**src/msi_pkg.sv**
```systemverilog
// Constants, encodings and carrier types for the event flag block
package msi_pkg;

    // ************************************************************
    // Widths
    // ************************************************************
    localparam int unsigned PORTS   = 12;
    localparam int unsigned GROUPS  = 3;
    localparam int unsigned TEMP_W  = 12;
    localparam int unsigned AVG_W   = 3;
    localparam int unsigned CNT_W   = 7;

    // ************************************************************
    // Register read addresses
    // ************************************************************
    localparam logic [7:0] ADDR_IDENTITY    = 8'h00;
    localparam logic [7:0] ADDR_EVENT       = 8'h01;
    localparam logic [7:0] ADDR_STATUS_BASE = 8'h02;

    // ************************************************************
    // Values
    // ************************************************************
    // Identity value is arbitrary
    localparam logic [15:0] DEVICE_IDENTITY_CODE = 16'h5A3C;
    localparam logic [15:0] READ_IDLE            = 16'h0000;
    localparam logic [CNT_W-1:0] CNT_RESET       = 7'h00;

    // ************************************************************
    // Event register field positions
    // ************************************************************
    localparam int unsigned BIT_ADC_GENERAL = 0;
    localparam int unsigned BIT_ADC_READY   = 1;
    localparam int unsigned BIT_ADC_OVERRUN = 2;
    localparam int unsigned BIT_IN_EVENT    = 3;
    localparam int unsigned BIT_IN_OVERRUN  = 4;
    localparam int unsigned BIT_OVERCURRENT = 5;
    localparam int unsigned BIT_TEMP_INT    = 6;
    localparam int unsigned BIT_TEMP_REM1   = 9;
    localparam int unsigned BIT_TEMP_REM2   = 12;
    localparam int unsigned BIT_SUPPLY_LOW  = 15;
    localparam int unsigned TF_NEW          = 0;
    localparam int unsigned TF_LOW          = 1;
    localparam int unsigned TF_HIGH         = 2;
    localparam int unsigned STATUS_LO_W     = 11;
    localparam int unsigned STATUS_HI_BIT   = 11;

    // Groups whose flags need the two status reads
    localparam int unsigned GRP_ADC = 0;
    localparam int unsigned GRP_IN  = 1;
    localparam int unsigned GRP_OC  = 2;

    // ************************************************************
    // Types
    // ************************************************************
    typedef enum logic [1:0] {
        MSI_ADC_SINGLE_CONV,
        MSI_ADC_SINGLE_SWEEP,
        MSI_ADC_CONT_SWEEP,
        MSI_ADC_IDLE
    } msi_adc_mode_t;

    typedef enum logic [1:0] {
        MSI_IN_NONE,
        MSI_IN_RISE,
        MSI_IN_FALL,
        MSI_IN_BOTH
    } msi_in_mode_t;

    typedef enum logic {
        MSI_CLR_IDLE,
        MSI_CLR_ARMED
    } msi_clr_state_t;

    typedef struct packed {
        logic              valid;
        logic [TEMP_W-1:0] value;
        logic [TEMP_W-1:0] high_limit;
        logic [TEMP_W-1:0] low_limit;
    } msi_temp_t;

endpackage

```
**src/msi_temp_flags.sv**
```systemverilog
// Three sticky temperature flags for one sensor
`timescale 1ns/1ps
module msi_temp_flags
    import msi_pkg::*;
(
    input  wire logic      i_ref_clk,   // System clock
    input  wire logic      i_reset_n,   // Async reset, active low
    input  wire msi_temp_t i_temp,      // New reading and limits
    input  wire logic      i_clear,     // Event register read
    output logic [2:0]     o_flags      // High, low, new
);

    logic [2:0] set;
    logic [2:0] flags_d;
    logic [2:0] flags_q;

    // Readings and limits are two's complement
    assign set[TF_HIGH] = i_temp.valid
                        & ($signed(i_temp.value)
                           > $signed(i_temp.high_limit));
    assign set[TF_LOW]  = i_temp.valid
                        & ($signed(i_temp.value)
                           < $signed(i_temp.low_limit));
    assign set[TF_NEW]  = i_temp.valid;
    // Set wins over the read clear
    assign flags_d      = set | (flags_q & ~{3{i_clear}});
    assign o_flags      = flags_q;

    always_ff @(posedge i_ref_clk or negedge i_reset_n) begin
        if (!i_reset_n) begin
            flags_q <= 3'h0;
        end else begin
            flags_q <= flags_d;
        end
    end

    property p_temp_high;
        @(posedge i_ref_clk) disable iff (!i_reset_n)
        set[TF_HIGH] |=> o_flags[TF_HIGH] && o_flags[TF_NEW];
    endproperty
    a_temp_high: assert property (p_temp_high)
        else $error("high temperature flag not raised");

endmodule

```
**src/msi_event_flags.sv**
```systemverilog
// Event register, identity register and clear sequencing
// Behaviour
// Identity register is read only and returns a fixed 16-bit code.
// Any ADC data register refresh sets the ready flag, bit 1.
// Averaging port refreshes only after its power-of-two count of sweeps; in single conversion mode the code counts conversions.
// Refresh per conversion in single mode, per sweep in sweep modes.
// Ready flag clears after event read then both ADC status reads.
// Overwrite of unread ADC data sets bit 2; event read clears it.
// Input event of the selected type on a port sets bit 3.
// Bits 3 and 4 clear after event read then both input status reads.
// Input status overwritten before being read sets bit 4.
// Any output driver overcurrent sets bit 5; ports show in status.
// Bit 5 clears after event read then both overcurrent status reads.
// Bits 8:6 internal sensor: above high, below low, new; read clears.
// Bits 11:9 first remote sensor, same layout; read clears.
// Bits 14:12 second remote sensor, same layout; read clears.
// Supply below about 4V sets bit 15; event read clears it.
// Port status capture never depends on any interrupt mask.
// Bit 0 general ADC flag set by event, cleared by event read.
`timescale 1ns/1ps
module msi_event_flags
    import msi_pkg::*;
(
    input  wire logic               i_ref_clk,        // System clock
    input  wire logic               i_reset_n,        // Async reset, low
    input  wire logic               i_rd_en,          // Register read
    input  wire logic [7:0]         i_rd_addr,        // Read address
    output logic [15:0]             o_rd_data,        // Read data
    output logic                    o_rd_valid,       // Read data strobe
    input  wire msi_adc_mode_t      i_adc_mode,       // Conversion mode
    input  wire logic [PORTS-1:0]   i_adc_conv_done,  // Conversion ended
    input  wire logic               i_adc_sweep_done, // Sweep ended
    input  wire logic [PORTS*AVG_W-1:0] i_adc_avg_log2, // Averaging N
    input  wire logic [PORTS-1:0]   i_adc_data_read,  // Data reg read
    input  wire logic               i_adc_flag_event, // General ADC event
    output logic [PORTS-1:0]        o_adc_refresh,    // Load data reg
    input  wire logic [PORTS-1:0]   i_in_pin,         // Input port pins
    input  wire logic [PORTS*2-1:0] i_in_mode,        // Edge selection
    input  wire logic [PORTS-1:0]   i_oc_pin,         // Overcurrent pins
    input  wire logic               i_supply_low_pin, // Supply monitor
    input  wire msi_temp_t          i_temp_int,       // Internal sensor
    input  wire msi_temp_t          i_temp_rem1,      // Remote sensor 1
    input  wire msi_temp_t          i_temp_rem2       // Remote sensor 2
);

    // ************************************************************
    // Pin synchronisers
    // ************************************************************
    localparam int unsigned SYNC_W = 2 * PORTS + 1;

    logic [SYNC_W-1:0] sync1_q;
    logic [SYNC_W-1:0] sync2_q;
    logic [PORTS-1:0]  in_s;
    logic [PORTS-1:0]  in_prev_q;
    logic [PORTS-1:0]  oc_s;
    logic              supply_low_s;

    always_ff @(posedge i_ref_clk or negedge i_reset_n) begin
        if (!i_reset_n) begin
            sync1_q <= '0;
            sync2_q <= '0;
        end else begin
            sync1_q <= {i_supply_low_pin, i_oc_pin, i_in_pin};
            sync2_q <= sync1_q;
        end
    end

    assign in_s         = sync2_q[PORTS-1:0];
    assign oc_s         = sync2_q[2*PORTS-1:PORTS];
    assign supply_low_s = sync2_q[2*PORTS];

    // ************************************************************
    // Read decode
    // ************************************************************
    logic              rd_id;
    logic              rd_event;
    logic [GROUPS-1:0] rd_lo;
    logic [GROUPS-1:0] rd_hi;
    logic [GROUPS-1:0] grp_done;
    logic [PORTS-1:0]  grp_status [GROUPS];

    assign rd_id    = i_rd_en & (i_rd_addr == ADDR_IDENTITY);
    assign rd_event = i_rd_en & (i_rd_addr == ADDR_EVENT);

    // ************************************************************
    // Clear sequence: event read, then both status halves
    // ************************************************************
    for (genvar g = 0; g < GROUPS; g++) begin : g_clr
        localparam logic [7:0] LO_ADDR = 8'(ADDR_STATUS_BASE + 2 * g);
        localparam logic [7:0] HI_ADDR = 8'(ADDR_STATUS_BASE + 2 * g + 1);

        msi_clr_state_t state_q;
        msi_clr_state_t state_d;
        logic           seen_lo_q;
        logic           seen_hi_q;
        logic           lo_ok;
        logic           hi_ok;

        assign rd_lo[g]    = i_rd_en & (i_rd_addr == LO_ADDR);
        assign rd_hi[g]    = i_rd_en & (i_rd_addr == HI_ADDR);
        assign lo_ok       = seen_lo_q | rd_lo[g];
        assign hi_ok       = seen_hi_q | rd_hi[g];
        // Status reads before the event read do not count
        assign grp_done[g] = (state_q == MSI_CLR_ARMED) & lo_ok & hi_ok;

        always_comb begin
            case (state_q)
                MSI_CLR_IDLE:  state_d = rd_event ? MSI_CLR_ARMED
                                                  : MSI_CLR_IDLE;
                MSI_CLR_ARMED: state_d = grp_done[g] ? MSI_CLR_IDLE
                                                     : MSI_CLR_ARMED;
                default:       state_d = MSI_CLR_IDLE;
            endcase
        end

        always_ff @(posedge i_ref_clk or negedge i_reset_n) begin
            if (!i_reset_n) begin
                state_q   <= MSI_CLR_IDLE;
                seen_lo_q <= 1'b0;
                seen_hi_q <= 1'b0;
            end else begin
                state_q   <= rd_event ? MSI_CLR_ARMED : state_d;
                seen_lo_q <= !rd_event && !grp_done[g]
                             && (state_q == MSI_CLR_ARMED) && lo_ok;
                seen_hi_q <= !rd_event && !grp_done[g]
                             && (state_q == MSI_CLR_ARMED) && hi_ok;
            end
        end
    end

    // ************************************************************
    // ADC refresh, averaging and overrun per port
    // ************************************************************
    logic [PORTS-1:0] adc_overwrite;
    logic [PORTS-1:0] adc_status;

    for (genvar p = 0; p < PORTS; p++) begin : g_adc
        logic [AVG_W-1:0] avg;
        logic [CNT_W-1:0] target;
        logic [CNT_W-1:0] cnt_q;
        logic             pending_q;
        logic             unread_q;
        logic             status_q;
        logic             trig;
        logic             single;

        assign avg    = i_adc_avg_log2[p*AVG_W +: AVG_W];
        // 2^N samples, counted from zero
        assign target = CNT_W'((8'h01 << avg) - 8'h01);
        assign single = (i_adc_mode == MSI_ADC_SINGLE_CONV);
        // One sample per conversion or per finished sweep
        assign trig   = single ? i_adc_conv_done[p]
                               : (i_adc_sweep_done
                                  & (pending_q | i_adc_conv_done[p]));
        assign o_adc_refresh[p] = trig & (cnt_q == target);
        assign adc_overwrite[p] = o_adc_refresh[p] & unread_q;
        assign adc_status[p]    = status_q;

        always_ff @(posedge i_ref_clk or negedge i_reset_n) begin
            if (!i_reset_n) begin
                cnt_q     <= CNT_RESET;
                pending_q <= 1'b0;
                unread_q  <= 1'b0;
                status_q  <= 1'b0;
            end else begin
                if (trig) begin
                    cnt_q <= (cnt_q == target) ? CNT_RESET
                                               : cnt_q + 7'h01;
                end
                pending_q <= !single && !i_adc_sweep_done
                             && (pending_q || i_adc_conv_done[p]);
                unread_q  <= o_adc_refresh[p]
                             | (unread_q & ~i_adc_data_read[p]);
                // Captured with no mask in the path
                status_q  <= o_adc_refresh[p]
                             | (status_q & ~grp_done[GRP_ADC]);
            end
        end

        property p_avg_refresh;
            @(posedge i_ref_clk) disable iff (!i_reset_n)
            o_adc_refresh[p] |-> trig && cnt_q == target;
        endproperty
        a_avg_refresh: assert property (p_avg_refresh)
            else $error("ADC refresh before averaging complete");
    end

    // ************************************************************
    // Input event capture per port
    // ************************************************************
    logic [PORTS-1:0] in_hit;
    logic [PORTS-1:0] in_status_q;

    for (genvar p = 0; p < PORTS; p++) begin : g_in
        msi_in_mode_t mode;
        logic         rise;
        logic         fall;

        assign mode      = msi_in_mode_t'(i_in_mode[2*p +: 2]);
        assign rise      = in_s[p] & ~in_prev_q[p];
        assign fall      = ~in_s[p] & in_prev_q[p];
        assign in_hit[p] = ((mode == MSI_IN_RISE) & rise)
                         | ((mode == MSI_IN_FALL) & fall)
                         | ((mode == MSI_IN_BOTH) & (rise | fall));
    end

    always_ff @(posedge i_ref_clk or negedge i_reset_n) begin
        if (!i_reset_n) begin
            in_prev_q   <= '0;
            in_status_q <= '0;
        end else begin
            in_prev_q   <= in_s;
            // Set wins over the sequence clear
            in_status_q <= in_hit | (in_status_q & ~{PORTS{grp_done[GRP_IN]}});
        end
    end

    // ************************************************************
    // Overcurrent status
    // ************************************************************
    logic [PORTS-1:0] oc_status_q;

    always_ff @(posedge i_ref_clk or negedge i_reset_n) begin
        if (!i_reset_n) begin
            oc_status_q <= '0;
        end else begin
            // A lasting fault keeps the status set through the clear
            oc_status_q <= oc_s
                         | (oc_status_q & ~{PORTS{grp_done[GRP_OC]}});
        end
    end

    assign grp_status[GRP_ADC] = adc_status;
    assign grp_status[GRP_IN]  = in_status_q;
    assign grp_status[GRP_OC]  = oc_status_q;

    // ************************************************************
    // Event register
    // ************************************************************
    logic [5:0]  flags_set;
    logic [5:0]  flags_clr;
    logic [5:0]  flags_q;
    logic        supply_q;
    logic [2:0]  temp_int;
    logic [2:0]  temp_rem1;
    logic [2:0]  temp_rem2;
    logic [15:0] event_value;

    assign flags_set[BIT_ADC_GENERAL] = i_adc_flag_event;
    assign flags_set[BIT_ADC_READY]   = |o_adc_refresh;
    assign flags_set[BIT_ADC_OVERRUN] = |adc_overwrite;
    assign flags_set[BIT_IN_EVENT]    = |in_hit;
    assign flags_set[BIT_IN_OVERRUN]  = |(in_hit & in_status_q);
    assign flags_set[BIT_OVERCURRENT] = |oc_s;

    assign flags_clr[BIT_ADC_GENERAL] = rd_event;
    assign flags_clr[BIT_ADC_READY]   = grp_done[GRP_ADC];
    assign flags_clr[BIT_ADC_OVERRUN] = rd_event;
    assign flags_clr[BIT_IN_EVENT]    = grp_done[GRP_IN];
    assign flags_clr[BIT_IN_OVERRUN]  = grp_done[GRP_IN];
    assign flags_clr[BIT_OVERCURRENT] = grp_done[GRP_OC];

    always_ff @(posedge i_ref_clk or negedge i_reset_n) begin
        if (!i_reset_n) begin
            flags_q  <= 6'h00;
            supply_q <= 1'b0;
        end else begin
            // An event in the clearing cycle is kept
            flags_q  <= flags_set | (flags_q & ~flags_clr);
            supply_q <= supply_low_s | (supply_q & ~rd_event);
        end
    end

    msi_temp_flags u_temp_int (
        .i_ref_clk (i_ref_clk),
        .i_reset_n (i_reset_n),
        .i_temp    (i_temp_int),
        .i_clear   (rd_event),
        .o_flags   (temp_int)
    );

    msi_temp_flags u_temp_rem1 (
        .i_ref_clk (i_ref_clk),
        .i_reset_n (i_reset_n),
        .i_temp    (i_temp_rem1),
        .i_clear   (rd_event),
        .o_flags   (temp_rem1)
    );

    msi_temp_flags u_temp_rem2 (
        .i_ref_clk (i_ref_clk),
        .i_reset_n (i_reset_n),
        .i_temp    (i_temp_rem2),
        .i_clear   (rd_event),
        .o_flags   (temp_rem2)
    );

    assign event_value = {supply_q, temp_rem2, temp_rem1, temp_int, flags_q};

    // ************************************************************
    // Read data
    // ************************************************************
    logic [15:0] rd_data_d;

    assign rd_data_d =
        rd_id    ? DEVICE_IDENTITY_CODE :
        rd_event ? event_value :
        rd_lo[0] ? {5'h00, grp_status[0][STATUS_LO_W-1:0]} :
        rd_hi[0] ? {15'h0000, grp_status[0][STATUS_HI_BIT]} :
        rd_lo[1] ? {5'h00, grp_status[1][STATUS_LO_W-1:0]} :
        rd_hi[1] ? {15'h0000, grp_status[1][STATUS_HI_BIT]} :
        rd_lo[2] ? {5'h00, grp_status[2][STATUS_LO_W-1:0]} :
        rd_hi[2] ? {15'h0000, grp_status[2][STATUS_HI_BIT]} :
        READ_IDLE;

    always_ff @(posedge i_ref_clk or negedge i_reset_n) begin
        if (!i_reset_n) begin
            o_rd_data  <= READ_IDLE;
            o_rd_valid <= 1'b0;
        end else begin
            o_rd_data  <= rd_data_d;
            o_rd_valid <= i_rd_en;
        end
    end

    // ************************************************************
    // Checks
    // ************************************************************
    property p_identity;
        @(posedge i_ref_clk) disable iff (!i_reset_n)
        rd_id |=> o_rd_valid && o_rd_data == DEVICE_IDENTITY_CODE;
    endproperty
    a_identity: assert property (p_identity)
        else $error("identity read returned wrong value");

    property p_ready_set;
        @(posedge i_ref_clk) disable iff (!i_reset_n)
        |o_adc_refresh |=> flags_q[BIT_ADC_READY];
    endproperty
    a_ready_set: assert property (p_ready_set)
        else $error("ready flag not set on refresh");

    property p_single_conv;
        @(posedge i_ref_clk) disable iff (!i_reset_n)
        (i_adc_mode == MSI_ADC_SINGLE_CONV) && i_adc_conv_done[0]
        && i_adc_avg_log2[AVG_W-1:0] == 3'h0 |-> o_adc_refresh[0];
    endproperty
    a_single_conv: assert property (p_single_conv)
        else $error("single conversion did not refresh");

    property p_ready_hold;
        @(posedge i_ref_clk) disable iff (!i_reset_n)
        flags_q[BIT_ADC_READY] && !grp_done[GRP_ADC]
        |=> flags_q[BIT_ADC_READY];
    endproperty
    a_ready_hold: assert property (p_ready_hold)
        else $error("ready flag cleared without status reads");

    property p_overrun;
        @(posedge i_ref_clk) disable iff (!i_reset_n)
        flags_q[BIT_ADC_OVERRUN] && rd_event && !(|adc_overwrite)
        |=> !flags_q[BIT_ADC_OVERRUN];
    endproperty
    a_overrun: assert property (p_overrun)
        else $error("overrun flag not cleared by event read");

    property p_in_clear;
        @(posedge i_ref_clk) disable iff (!i_reset_n)
        rd_event ##1 !rd_event ##1 !rd_event ##1 rd_hi[GRP_IN]
        ##1 !rd_event ##1 !rd_event ##1 (rd_lo[GRP_IN] && !(|in_hit))
        |=> !flags_q[BIT_IN_EVENT] && !flags_q[BIT_IN_OVERRUN];
    endproperty
    a_in_clear: assert property (p_in_clear)
        else $error("input flags not cleared after sequence");

    property p_oc_set;
        @(posedge i_ref_clk) disable iff (!i_reset_n)
        $rose(|oc_s) |=> flags_q[BIT_OVERCURRENT];
    endproperty
    a_oc_set: assert property (p_oc_set)
        else $error("overcurrent flag not set");

    property p_supply;
        @(posedge i_ref_clk) disable iff (!i_reset_n)
        supply_low_s |=> event_value[BIT_SUPPLY_LOW];
    endproperty
    a_supply: assert property (p_supply)
        else $error("supply low flag not set");

endmodule

```
**config.mk**
```make
export PLATFORM = sky130hd
export DESIGN_NAME = msi_event_flags
export DESIGN_NICKNAME = d
export VERILOG_FILES = /design/src/msi_pkg.sv /design/src/msi_temp_flags.sv /design/src/msi_event_flags.sv
export SDC_FILE = /design/constraint.sdc
export NUM_CORES = 1
export LEC_CHECK = 0
export BUFFER_PORTS_ARGS = -buffer_cell sky130_fd_sc_hd__clkbuf_2
export CAP_MARGIN = 10
export CORE_MARGIN = 2
export CORE_UTILIZATION = 38
export DETAILED_ROUTE_END_ITERATION = 8
export HOLD_SLACK_MARGIN = 0.05
export PLACE_DENSITY_LB_ADDON = 0.12
export SLEW_MARGIN = 20
export SYNTH_ARGS = -nofsm -noshare
export SYNTH_HDL_FRONTEND = slang
export SYNTH_HIERARCHICAL = 1
export SYNTH_SLANG_ARGS = --single-unit
```
**constraint.sdc**
```tcl
create_clock -name i_ref_clk -period 2.41 [get_ports i_ref_clk]
set_clock_uncertainty 0.1 [all_clocks]
set_input_delay 0.482 -clock i_ref_clk [delete_from_list [all_inputs] [get_ports i_ref_clk]]
set_output_delay 0.482 -clock i_ref_clk [all_outputs]
set_load 0.01 [all_outputs]
```
# Yosys cells after proc, flatten, opt, wreduce, memory -nomap -nowiden
# Cells that the tools add are included.
[word_totals]
regBits = 248
mem_count = 0
output_inout_bits = 29
rom_bits = 0
elab_cells = 535
ram_bits = 0
input_bits = 235
latch_bits = 0
[op_classes]
n_shift = 12
multipliers = 0
order_cmp = 6
eq_ne = 55
n_div = 0
n_addsub = 24
bitwise_logic = 278
n_reduce_logical = 50
n_mux = 41
[ops]
columns = ["op", "count"]
rows = [
  ["bitwise AND 1 bit", 141],
  ["two-way mux 16 bit", 7],
  ["adder 7 x 1 -> 7 bit, second input constant", 12],
  ["equality test 7 bit", 12],
  ["two-way mux 7 bit", 12],
  ["left shift 1 x 3 -> 7 bit, first input constant", 12],
  ["subtractor 7 x 1 -> 7 bit, second input constant", 12],
  ["bitwise OR 1 bit", 79],
  ["OR reduction 12 bit", 5],
  ["equality test 2 bit, second input constant", 24],
  ["inverter 1 bit", 41],
  ["bitwise AND 12 bit", 3],
  ["> comparator 12 bit", 3],
  ["< comparator 12 bit", 3],
  ["equality test 8 x 3 -> 1 bit, second input constant", 4],
  ["logical AND 1 bit", 25],
  ["equality test 2 x 1 -> 1 bit, second input constant", 12],
  ["inverter 12 bit", 2],
  ["bitwise OR 12 bit", 2],
  ["two-way mux 1 bit", 19],
  ["equality test 8 x 2 -> 1 bit, second input constant", 2],
  ["logical OR 1 bit", 12],
  ["bitwise AND 3 bit", 3],
  ["bitwise OR 3 bit", 3],
  ["9 further kinds", 16],
]

# Logic depth before layout (Yosys ltp)
# Gate-level depths: netlist (run 1).
[logic_depth]
word_depth = 10
ltp_mapped = 9
depth_no_buf = 9

# Cells and area by module
# The synthesis (run 1) kept the hierarchy.
[modules_own_cells]
columns = ["mod", "area_per_inst_um2", "cells_per_inst", "n_inst", "seq_area_each_um2"]
rows = [
  ["msi_event_flags", 12137.9, 1271, 1, 5980.7],
  ["msi_temp_flags", 713.2, 93, 3, 75.1],
]

# Worst setup path before layout (run 1)
# OpenSTA, ideal clock, no wires.
[synth_path]
path_kind = "in2out"
startpoint = "input port i_adc_mode[1]"
endpoint = "output port o_adc_refresh[7]"
required_time_ns = 1.828
slack_ns = -0.276
stages = 6
path_buffers = 2
arrival_ns = 2.104
path_cell_list = "or2_1 nor2b_4 buf_6 or2_2 clkbuf_1 nor4_1"
[synth_via]
elab_chain_len = 3
[synth_rtl]
columns = ["item", "line", "text"]
rows = [
  ["from (decl)", "msi_event_flags.sv:30", "input wire msi_adc_mode_t i_adc_mode,"],
  ["logical NOT 2 bit", "msi_event_flags.sv:150", "assign single = (i_adc_mode == MSI_ADC_SINGLE_CONV);"],
  ["two-way mux 1 bit", "msi_event_flags.sv:152", "assign trig = single ? i_adc_conv_done[p]"],
  ["bitwise AND 1 bit", "msi_event_flags.sv:155", "assign o_adc_refresh[p] = trig & (cnt_q == target);"],
  ["to (decl)", "msi_event_flags.sv:36", "output logic [PORTS-1:0] o_adc_refresh,"],
]
# No other way between the ends.

# Worst setup path after layout (run 1)
[layout_path]
startpoint = "register g_adc[6].cnt_q[1]"
endpoint = "output port o_adc_refresh[6]"
[layout_via]
elab_chain_len = 2
[layout_rtl]
columns = ["item", "line", "text"]
rows = [
  ["from (decl)", "msi_event_flags.sv:140", "logic [CNT_W-1:0] cnt_q;"],
  ["from (signal assigned)", "msi_event_flags.sv:167", "cnt_q <= (cnt_q == target) ? CNT_RESET"],
  ["equality test 7 bit", "msi_event_flags.sv:155", ""],
  ["bitwise AND 1 bit", "msi_event_flags.sv:155", ""],
]
# No other way between the ends.

==> results of run 1 <==
## metrics by stage
| stage | setup slack, ns | util (%) | cells | total power (µW) |
|---|---|---|---|---|
| floorplan | -0.102 | - | 1550 | 7360 |
| global placement | -0.113 | 45.9 | 2326 | 8450 |
| detailed placement | -0.144 | 45.9 | 2326 | 8520 |
| global route | -0.422 | 51.3 | 2441 | 14500 |
| CTS | -0.359 | 50.5 | 2431 | 13500 |
| finish | -0.365 | 51.4 | 2442 | 13600 |
## flip-flops by register name (all words and copies together) (netlist names), 6 cells and up
| signal | count |
|---|---|
| g_adc.pending_q | 12 |
| g_adc.status_q | 12 |
| g_adc.cnt_q | 84 |
| sync1_q | 25 |
| o_rd_data | 16 |
| in_prev_q | 12 |
| g_adc.unread_q | 12 |
| flags_q | 6 |
| oc_status_q | 12 |
| in_status_q | 12 |
| sync2_q | 25 |
## worst max-delay path, stage by stage (launching register included)
cell and delay, ns:
dfrtp_1 0.39, or4_4 0.48, a21oi_2 0.14, a31oi_2 0.06, a311oi_4 0.29, and2_4 0.20, buf_6 0.10
## cell usage in the layout, fill, tap and decap left out, types with 7 or more instances in the layout
cell	n
o211ai_1	11
o31ai_1	20
o2111ai_1	10
o21ai_0	134
dfrtp_2	28
nor3_2	8
or2_2	11
clkbuf_16	29
inv_1	133
dfrtp_1	220
a22o_1	10
a21o_1	58
nand2b_1	27
and3_1	25
ha_1	105
clkbuf_2	251
nand2_1	168
dlygate4sd3_1	29
nand4_1	31
a22oi_1	13
nor3_1	47
a21oi_2	7
a21oi_1	57
nand3_1	52
mux2i_1	14
buf_4	138
o21a_1	17
nor4_1	14
nor2b_1	11
xor2_1	14
nor2_1	73
## cells by family after synthesis
| group | Yosys count |
|---|---|
| compound gates | 421 |
| buf+inv | 195 |
| mux | 21 |
| fa+ha+maj | 106 |
| flops | 248 |
| xor+xnor | 24 |
| simple gates | 535 |
## layout make-up
cell class	count	area (µm²)
Fill cell	3431	17900
Multi-Input combinational cell	1107	7810
Sequential cell	248	6240
Timing Repair Buffer	433	2750
Clock buffer	35	798
Tap cell	468	586
Inverter	134	503
Clock inverter	15	194
Antenna cell	2	5.00
## worst paths after layout
check / cells after the start / end / slack [ns] / start
worst max-delay path: 6 / o_adc_refresh[6] / -0.37 / g_adc[6].cnt_q[1]
worst max register to register: 8 / flags_q[2] / 0.17 / g_adc[10].cnt_q[4]
max in group asynchronous: 3 / in_prev_q[7] / 1.12 / i_reset_n
worst min register to register: 0 / sync2_q[17] / 0.24 / sync1_q[17]
min in group asynchronous: 2 / sync2_q[10] / 0.38 / i_reset_n
worst min-delay path: 2 / g_adc[0].pending_q / 0.07 / i_adc_conv_done[0]
## what timing repair did
action | 4_1_cts | 5_1_grt
hold buffers | 29 | 0
hold endpoints to repair | 85 | 0
cloned | 0 | 0
endpoints found under the setup margin | 12 | 13
resized for setup | 64 | 56
setup buffers | 28 | 9
pin swaps | 22 | 20
## power breakdown
group	leakage [µW]	total, µW	internal (µW)	switching [µW]
logic	0.00583	3370	1670	1700
registers	0.00289	5680	4810	862
clock network	0.000484	4540	2770	1770
total	0.00920	13600	9250	4330
## per-layer routing
| metal | global-route usage, % | vias up | wire length [µm] | share of wire [%] |
|---|---|---|---|---|
| met4 | 5.15 | 4 | 993 | 2.6 |
| met1 | 26.1 | 6008 | 17500 | 45 |
| li1 | - | 6384 | - | - |
| met2 | 32.5 | 275 | 18000 | 47 |
| met3 | 3.27 | 57 | 1880 | 4.9 |
| met5 | 0 | - | 25 | 0.065 |
==> results.json, run 1 <==
{
  "dieHeight_um": 198,
  "grt_pass1_vias": 12494,
  "hpwl_um": 29500,
  "layout-drive-gt1-share_pct": 30.0,
  "crit_path_end_kind": "primary output",
  "synth_top_area_share_pct": 43.5,
  "syn_nets": 1890,
  "drt_iter0_markers": 554,
  "path_clk_slew_ns": 0.06,
  "clock_latency_ns": 0.54,
  "hold_ws_ns": 0.0725,
  "synth.most_common_cell": "dfrtp_1",
  "powerDensity_mw_per_mm2": 719,
  "post_drt_wl_per_cell_um": 15.7,
  "core_area_mm2": 0.0368,
  "initial_core_util_pct": 38.8,
  "finalHoldViolations": 0,
  "syn_area_mm2": 0.0143,
  "synth_top_family_by_area": "compound AO/OA/AOI/OAI gates",
  "async_reset_ff_share_pct": 100,
  "crit_arrival_ns": 2.19,
  "cts_root_buf": "clkbuf_16",
  "clock_sinks": 248,
  "die_area_mm2": 0.0391,
  "outcome": "finished, violations left",
  "die_w_um": 198,
  "maxCapViolCount": 0,
  "ys.warnings.count": 6,
  "drc": 0,
  "grt_antenna_before_repair": 4,
  "muxShareOfSynthArea_pct": 1.61,
  "row_count": 70,
  "syn_area_per_cell_um2": 9.21,
  "seq_area_frac_synth_pct": 43.5,
  "yosysTopAreaCell": "dfrtp_1",
  "gp_congestion": 0.857,
  "max-vdd-ir-drop_v": 0.000547,
  "synth_cell_types": 81,
  "placed_cell_area_mm2": 0.0169,
  "ys_ff_latch": 248,
  "worst_slew_pin_slew_ns": 0.772,
  "slew_viol_final": 0,
  "grt_use_total_pct": 19.4,
  "fin_crit_ns": 2.78,
  "slew_headroom_pct": 48.0,
  "area_growth_pct": 32.3,
  "ant_nets": 0,
  "rsz0062_at_grt": "yes",
  "num_vias": 12728,
  "leakage_uw": 0.00920,
  "synth_fa_ha_area_share_pct": 9.27,
  "startpoint_type": "flip-flop",
  "setup-violations-final": 12,
  "avgViaCountPerCell": 5.21,
  "grt_max_degree": 64,
  "worstSetupPathType": "flip-flop to primary output",
  "synth_edf_count": 0,
  "setup-tns-final_ns": -1.92,
  "critPathMaxFanout": 2,
  "synth-xor-area-share_pct": 1.47,
  "grt_overflow": 0,
  "io_buffer_count": 263,
  "violations": "negative setup slack",
  "first_pass_iters": 4,
  "routed_wl_um": 38400,
  "synthSimpleGateAreaFrac_pct": 19.2,
  "pin_count": 264,
  "worstHoldPathType": "input pin to flip-flop",
  "clockBufferDepth": 3,
  "crit_required_ns": 1.83,
  "finalCritPeriodShare_pct": 115,
  "h-tree-depth": 1,
  "synth_flop_cell": "dfrtp_1",
  "max_freq_mhz": 360,
  "cts_made_buffers": 28,
  "synthCells": 1550,
  "yosys-top-cells-count": "248 x dfrtp_1, 169 x nand2_1, 135 x o21ai_0, 134 x inv_1, 105 x ha_1",
  "synth_area_leaders": "dfrtp_1 43%, ha_1 9.2%, o21ai_0 4.7%",
  "fin_ws_ns": -0.365,
  "fin_nets": 2292,
  "final_area_mm2": 0.0189,
  "grt_pass1_wl_um": 62200,
  "cts_tree": "built",
  "synth_compound_area_share_pct": 19.8
}
Power figures use the tool's default switching activity.
==> run 2: changes to the inputs <==
- SYNTH_HIERARCHICAL: 1 -> unset
==> run 2 against run 1 <==
  * The flow still finishes with violations (negative setup slack)
  * Die area grew 6.1%
  * Hold slack gained 0.0044 ns
  * Sequential cell count is the same
  * Largest power group unchanged
  * Design area grew 7.7%
  * Area after synthesis grew 6.2%
  * Combinational power grew 12%
  * Maximum frequency shrank 4.0%
  * Critical endpoint unchanged
  * Via count grew 4.3%
  * Total power grew 5.6%
  * Non-clock buffer count grew 39
  * Core utilization grew 0.065 points
  * Critical path depth grew 3
==> results.json, run 2 <==
{
  "crit_arrival_ns": 2.31,
  "syn_area_mm2": 0.0152,
  "cts_tree": "built",
  "highest-signal-layer": "met5",
  "violations": "negative setup slack",
  "layout-drive-gt1-share_pct": 30.2,
  "io_buffer_count": 263,
  "rsz0062_at_grt": "yes",
  "gp_congestion": 0.840,
  "leakage_uw": 0.00969,
  "drc": 0,
  "synth_flop_cell": "dfrtp_1",
  "placed_cell_area_mm2": 0.0184,
  "grt_pass1_wl_um": 64400,
  "pin_count": 264,
  "die_w_um": 204,
  "slew_headroom_pct": 58.6,
  "synth_edf_count": 0,
  "setup-violations-final": 13,
  "finalHoldViolations": 0,
  "max_freq_mhz": 346,
  "post-place-ws_ns": -0.596,
  "outcome": "finished, violations left",
  "row_count": 73,
  "top_regs": "g_adc.cnt_q (84), sync1_q (25), sync2_q (25)",
  "worstSetupPathType": "input pin to primary output",
  "die_area_mm2": 0.0415,
  "clock_latency_ns": 0.57,
  "finalCritPeriodShare_pct": 120,
  "first_pass_iters": 5,
  "cts_root_buf": "clkbuf_16",
  "startpoint_type": "input pin",
  "ant_nets": 0,
  "worst_slew_pin_slew_ns": 0.615,
  "final_common_cell": "dfrtp_1",
  "syn_area_per_cell_um2": 9.34,
  "ys_ff_latch": 248,
  "grt_use_total_pct": 18.9,
  "seq_area_frac_synth_pct": 40.9,
  "met3_wirelength_um": 1660,
  "synth_cell_types": 80,
  "maxCapViolCount": 0,
  "drt_iter0_markers": 633,
  "post_drt_wl_per_cell_um": 15.1,
  "core_area_mm2": 0.0395,
  "syn_nets": 1975,
  "routed_wl_um": 39100,
  "h-tree-depth": 1,
  "initial_core_util_pct": 38.3,
  "powerDensity_mw_per_mm2": 706,
  "grt_max_degree": 65,
  "ys.warnings.count": 0,
  "path_clk_slew_ns": 0.06,
  "met1_length_um": 17700,
  "final_area_mm2": 0.0203,
  "final_core_util_pct": 51.4,
  "dieHeight_um": 204,
  "path_common_cell": "buf_6",
  "crit_chain": "buf_6, or3_1, ha_2, xnor2_2, or4b_1, a31oi_1, or3_4, and3_4, buf_6",
  "crit_path_end_kind": "primary output",
  "largest_reg_flops": 84,
  "max-vdd-ir-drop_v": 0.000541,
  "synth_top_area_share_pct": 40.9,
  "slew_viol_final": 0,
  "synthCells": 1623,
  "grt_antenna_before_repair": 1,
  "fin_ws_ns": -0.482,
  "yosysTopAreaCell": "dfrtp_1",
  "area_growth_pct": 34.1,
  "worstHoldPathType": "input pin to flip-flop",
  "hpwl_um": 30200,
  "setup-tns-final_ns": -4.58,
  "hold_ws_ns": 0.0769,
  "grt_pass1_vias": 12990,
  "crit_required_ns": 1.83,
  "clockBufferDepth": 3,
  "critPathMaxFanout": 2,
  "synth.most_common_cell": "dfrtp_1",
  "grt_overflow": 0,
  "layout_common_cells": "245 x dfrtp_1, 243 x clkbuf_2, 160 x buf_4, 138 x nand2_1, 130 x inv_1",
  "dr_wl_met2_um": 19200,
  "fin_nets": 2391,
  "yosys-top-cells-count": "248 x dfrtp_1, 140 x nand2_1, 132 x inv_1, 117 x ha_1, 117 x o21ai_0",
  "num_vias": 13278,
  "cts_made_buffers": 28,
  "slowest_delay_ns": 0.47,
  "async_reset_ff_share_pct": 100,
  "avgViaCountPerCell": 5.13,
  "fin_crit_ns": 2.89,
  "clock_sinks": 248,
  "synth_area_leaders": "dfrtp_1 41%, ha_1 9.7%, o21ai_0 3.9%",
  "worst_path_max_delay_cell": "or4b_1",
  "top_register": "g_adc.cnt_q"
}
-- run 2: changes by cell type after synthesis, moves of 13 or more --
cell / before / now
a21o_1: 58 / 72
a31oi_1: 10 / 30
buf_2: 3 / 33
nand2_1: 169 / 140
nor2_1: 74 / 87
o211ai_1: 11 / 24
o21ai_0: 135 / 117
o31ai_1: 23 / 7
xnor2_1: 10 / 43
xor2_1: 14 / 31
-- run 2: layout make-up --
| class | count | area (µm²) |
|---|---|---|
| Clock inverter | 15 | 279 |
| Multi-Input combinational cell | 1157 | 8680 |
| Antenna cell | 1 | 2.50 |
| Sequential cell | 248 | 6210 |
| Clock buffer | 37 | 795 |
| Timing Repair Buffer | 472 | 3210 |
| Inverter | 132 | 495 |
| Tap cell | 525 | 657 |
| Fill cell | 3628 | 19200 |
-- run 2: metrics by stage --
step                      std cells  power, µW
after global routing           2586      15300
after global placement         2487       9300
after CTS                      2581      14400
after floorplan                1623       8040
final                          2587      14400
after detailed placement       2487       9380
-- run 2: worst max-delay path: cells and delay by family --
family | cells | cell delay (ns)
xor gates and xnor gates | 1 | 0.13
AOI/OAI and AO/OA | 1 | 0.14
buffers and inverters | 2 | 0.19
and+or+nand+nor | 4 | 1.16
adders and majority gates | 1 | 0.20
-- run 2: timing repair --
item | CTS | global route
hold buffers | 37 | 0
resized for setup | 35 | 52
endpoints found under the setup margin | 12 | 16
endpoints found under the hold margin | 83 | 0
pin swaps | 24 | 27
buffers inserted | 6 | 5
-- run 2: logic make-up after synthesis --
| family | after synthesis | synth area share, % |
|---|---|---|
| simple gates | 520 | 18.2 |
| fa+ha+maj | 117 | 9.66 |
| compound gates | 418 | 18.9 |
| buf+inv | 218 | 6.09 |
| flops | 248 | 40.9 |
| mux | 28 | 2.04 |
| xor+xnor | 74 | 4.27 |
-- run 2: power by group --
part / switching (µW) / total, µW / internal (µW)
registers: 913 / 5720 / 4810
logic: 1780 / 3780 / 2000
clock network: 1770 / 4850 / 3080
total: 4470 / 14400 / 9880
-- run 2: path summary, 6_finish.rpt --
kind                                    start                endpoint  slack [ns]  cells after the start
min reg2reg                       sync1_q[14]             sync2_q[14]        0.24                      0
min in group asynchronous           i_reset_n  u_temp_rem1.o_flags[0]        0.33                      2
min                        i_adc_conv_done[4]      g_adc[4].pending_q        0.08                      2
max in group asynchronous           i_reset_n       g_adc[9].status_q        1.09                      3
max reg2reg                 g_adc[4].cnt_q[5]              flags_q[1]        0.19                      8
max                        i_adc_avg_log2[19]        o_adc_refresh[6]       -0.48                      9
-- run 2: layer usage --
metal / GRT usage, % / up-vias
li1: - / 6636
met1: 25.5 / 6348
met2: 32.4 / 246
met3: 2.52 / 46
met4: 3.78 / 2
met5: 0 / -
==> run 3: changes to the inputs <==
- CTS_BUF_LIST: unset -> sky130_fd_sc_hd__clkbuf_4
==> run 3 against run 2 <==
  * The run still ends with negative setup slack left
  * Maximum frequency is 0.88% lower
  * Global-route usage is 0.67 points higher
  * Wire length is 3.3% higher
  * Clock power is 19% lower
  * Design area is 0.87% higher
  * Sequential cell count stayed put
  * Clock-buffer cell count is 61 higher
  * Final cell count is 4.9% higher
  * Core utilization is 0.45 points higher
  * Register-to-register slack worse by 0.05 ns
  * Combinational power is 8.7% higher
  * Critical path type unchanged
  * Critical endpoint unchanged
==> results.json, run 3 (synthesis results as in run 2) <==
{
  "die_area_mm2": 0.0415,
  "crit_arrival_ns": 2.34,
  "layout_common_cells": "251 x clkbuf_2, 231 x dfrtp_1, 197 x buf_4, 138 x nand2_1, 130 x inv_1",
  "hpwl_um": 30200,
  "io_buffer_count": 263,
  "rsz0062_at_grt": "yes",
  "max_freq_mhz": 343,
  "leakage_uw": 0.00989,
  "clock_sinks": 248,
  "fin_crit_ns": 2.92,
  "top_regs": "g_adc.cnt_q (84), sync1_q (25), sync2_q (25)",
  "final_common_cell": "clkbuf_2",
  "grt_antenna_before_repair": 2,
  "ant_nets": 0,
  "h-tree-depth": 3,
  "finalCritPeriodShare_pct": 121,
  "clock_latency_ns": 0.75,
  "r2r_slack_ns": 0.14,
  "max-vdd-ir-drop_v": 0.000461,
  "final_area_mm2": 0.0205,
  "layout-drive-gt1-share_pct": 33.3,
  "finalHoldViolations": 0,
  "cts_root_buf": "clkbuf_4",
  "worstSetupPathType": "input pin to primary output",
  "seq_area_mm2": 0.00623,
  "gp_congestion": 0.840,
  "rr_startpoint": "g_adc[7].cnt_q[4]",
  "largest_reg_flops": 84,
  "clockBufferDepth": 3,
  "critPathMaxFanout": 2,
  "powerDensity_mw_per_mm2": 667,
  "area_growth_pct": 35.3,
  "reg2reg_depth": 11,
  "fin_nets": 2490,
  "die_w_um": 204,
  "cts_tree": "built",
  "final_cells": 2714,
  "core_area_mm2": 0.0395,
  "avgViaCountPerCell": 5.06,
  "worstHoldPathType": "input pin to flip-flop",
  "fillers": 3650,
  "grt_max_degree": 65,
  "cts_made_buffers": 72,
  "drc": 0,
  "crit_required_ns": 1.83,
  "p_clk_share_pct": 28.6,
  "min_path_cells": 3,
  "p_switching_uw": 4590,
  "grt_pass1_wl_um": 65900,
  "startpoint_type": "input pin",
  "num_vias": 13724,
  "first_pass_iters": 5,
  "worstHoldEndpoint": "g_clr[0].seen_hi_q",
  "maxCapViolCount": 0,
  "worst_slew_pin_slew_ns": 0.602,
  "p_comb_share_pct": 30.0,
  "use_met3_pct": 4.28,
  "crit_path_end_kind": "primary output",
  "final_core_util_pct": 51.9,
  "timing.rr.end": "g_adc[7].cnt_q[0]",
  "violations": "negative setup slack",
  "setup-violations-final": 12,
  "power.internal_uw": 9100,
  "path_clk_slew_ns": 0.06,
  "placed_cell_area_mm2": 0.0184,
  "fin_ws_ns": -0.508,
  "top_usage_layer": "met2",
  "pin_count": 264,
  "grt_overflow": 0,
  "grt_util_met2_pct": 33.1,
  "met1_usage_pct": 25.1,
  "top_register": "g_adc.cnt_q",
  "slew_headroom_pct": 59.5,
  "routed_wl_um": 40400,
  "drt_iter0_markers": 612,
  "row_count": 73,
  "post_drt_wl_per_cell_um": 14.9,
  "slew_viol_final": 0,
  "switching_share_pct": 33.5,
  "dieHeight_um": 204,
  "place_inst": 2487,
  "initial_core_util_pct": 38.3,
  "power_frac_seq_pct": 41.4,
  "grt_pass1_vias": 13652,
  "grt_use_total_pct": 19.6,
  "min-delay-start": "i_rd_addr[0]",
  "setup-tns-final_ns": -5.10,
  "outcome": "finished, violations left",
  "multiInputGateArea_mm2": 0.00862
}
==> run 3: cell types whose count changed in the layout (fill, tap and decap cells not counted), sizes merged <==
cell	change
bufinv	-5
inv	+2
clkinvlp	+2
dlygate4sd3	+23
clkinv	+7
diode	+5
buf	+23
clkbuf	+70
==> run 3: what timing repair did <==
item,4_1_cts,5_1_grt
resized for setup,40,45
pin swaps,35,24
endpoints found under the hold margin,306,0
hold buffers,60,0
setup buffers,34,9
endpoints found under the setup margin,12,17
==> run 3: worst max path at each step <==
stage                  startpoint          endpoint  slack [ns]  cells after the start
6_report       i_adc_avg_log2[19]  o_adc_refresh[6]       -0.51                      9
3_5_place_dp    i_adc_avg_log2[1]  o_adc_refresh[0]       -0.60                      9
2_1_floorplan  i_adc_avg_log2[19]  o_adc_refresh[6]       -0.60                     10
5_1_grt         g_adc[9].cnt_q[0]  o_adc_refresh[9]       -0.65                      6
4_1_cts         g_adc[0].cnt_q[0]  o_adc_refresh[0]       -0.59                      6
3_3_place_gp    i_adc_avg_log2[1]  o_adc_refresh[0]       -0.56                      9
==> run 3: cell type report <==
type / instances / share of cell area [%]
Clock inverter: 21 / 0.732
Multi-Input combinational cell: 1157 / 42.0
Timing Repair Buffer: 527 / 17.6
Inverter: 132 / 2.42
Tap cell: 525 / 3.20
Antenna cell: 6 / 0.0732
Clock buffer: 98 / 3.59
Sequential cell: 248 / 30.4
==> run 3: worst max-delay path, cell delays in order <==
cell,delay [ns]
clkbuf_2,0.08
or3_1,0.37
ha_2,0.20
xnor2_2,0.13
or4b_1,0.47
a31oi_1,0.18
or3_4,0.14
and3_4,0.18
buf_6,0.10
==> run 3: through the flow <==
| step | hold slack (ns) | worst slack (ns) | power (µW) |
|---|---|---|---|
| after floorplan | 0.0864 | -0.599 | 8040 |
| after global placement | 0.232 | -0.561 | 9300 |
| after detailed placement | 0.235 | -0.596 | 9380 |
| after CTS | 0.0503 | -0.587 | 13800 |
| after global routing | 0.0701 | -0.649 | 14700 |
| final | 0.133 | -0.508 | 13700 |
==> run 3: power by group through the flow <==
stage	Clock (µW)	Combinational [µW]	Sequential, µW
2_1_floorplan	0	2560	5480
3_3_place_gp	0	3540	5760
3_5_place_dp	0	3610	5770
4_1_cts	4130	3990	5660
5_1_grt	4360	4620	5770
6_report	3910	4110	5670
==> run 3: metal layers <==
layer | vias up | routed length [µm]
li1 | 6881 | -
met1 | 6535 | 18300
met2 | 257 | 19800
met3 | 51 | 1770
met4 | 0 | 571
met5 | - | 0
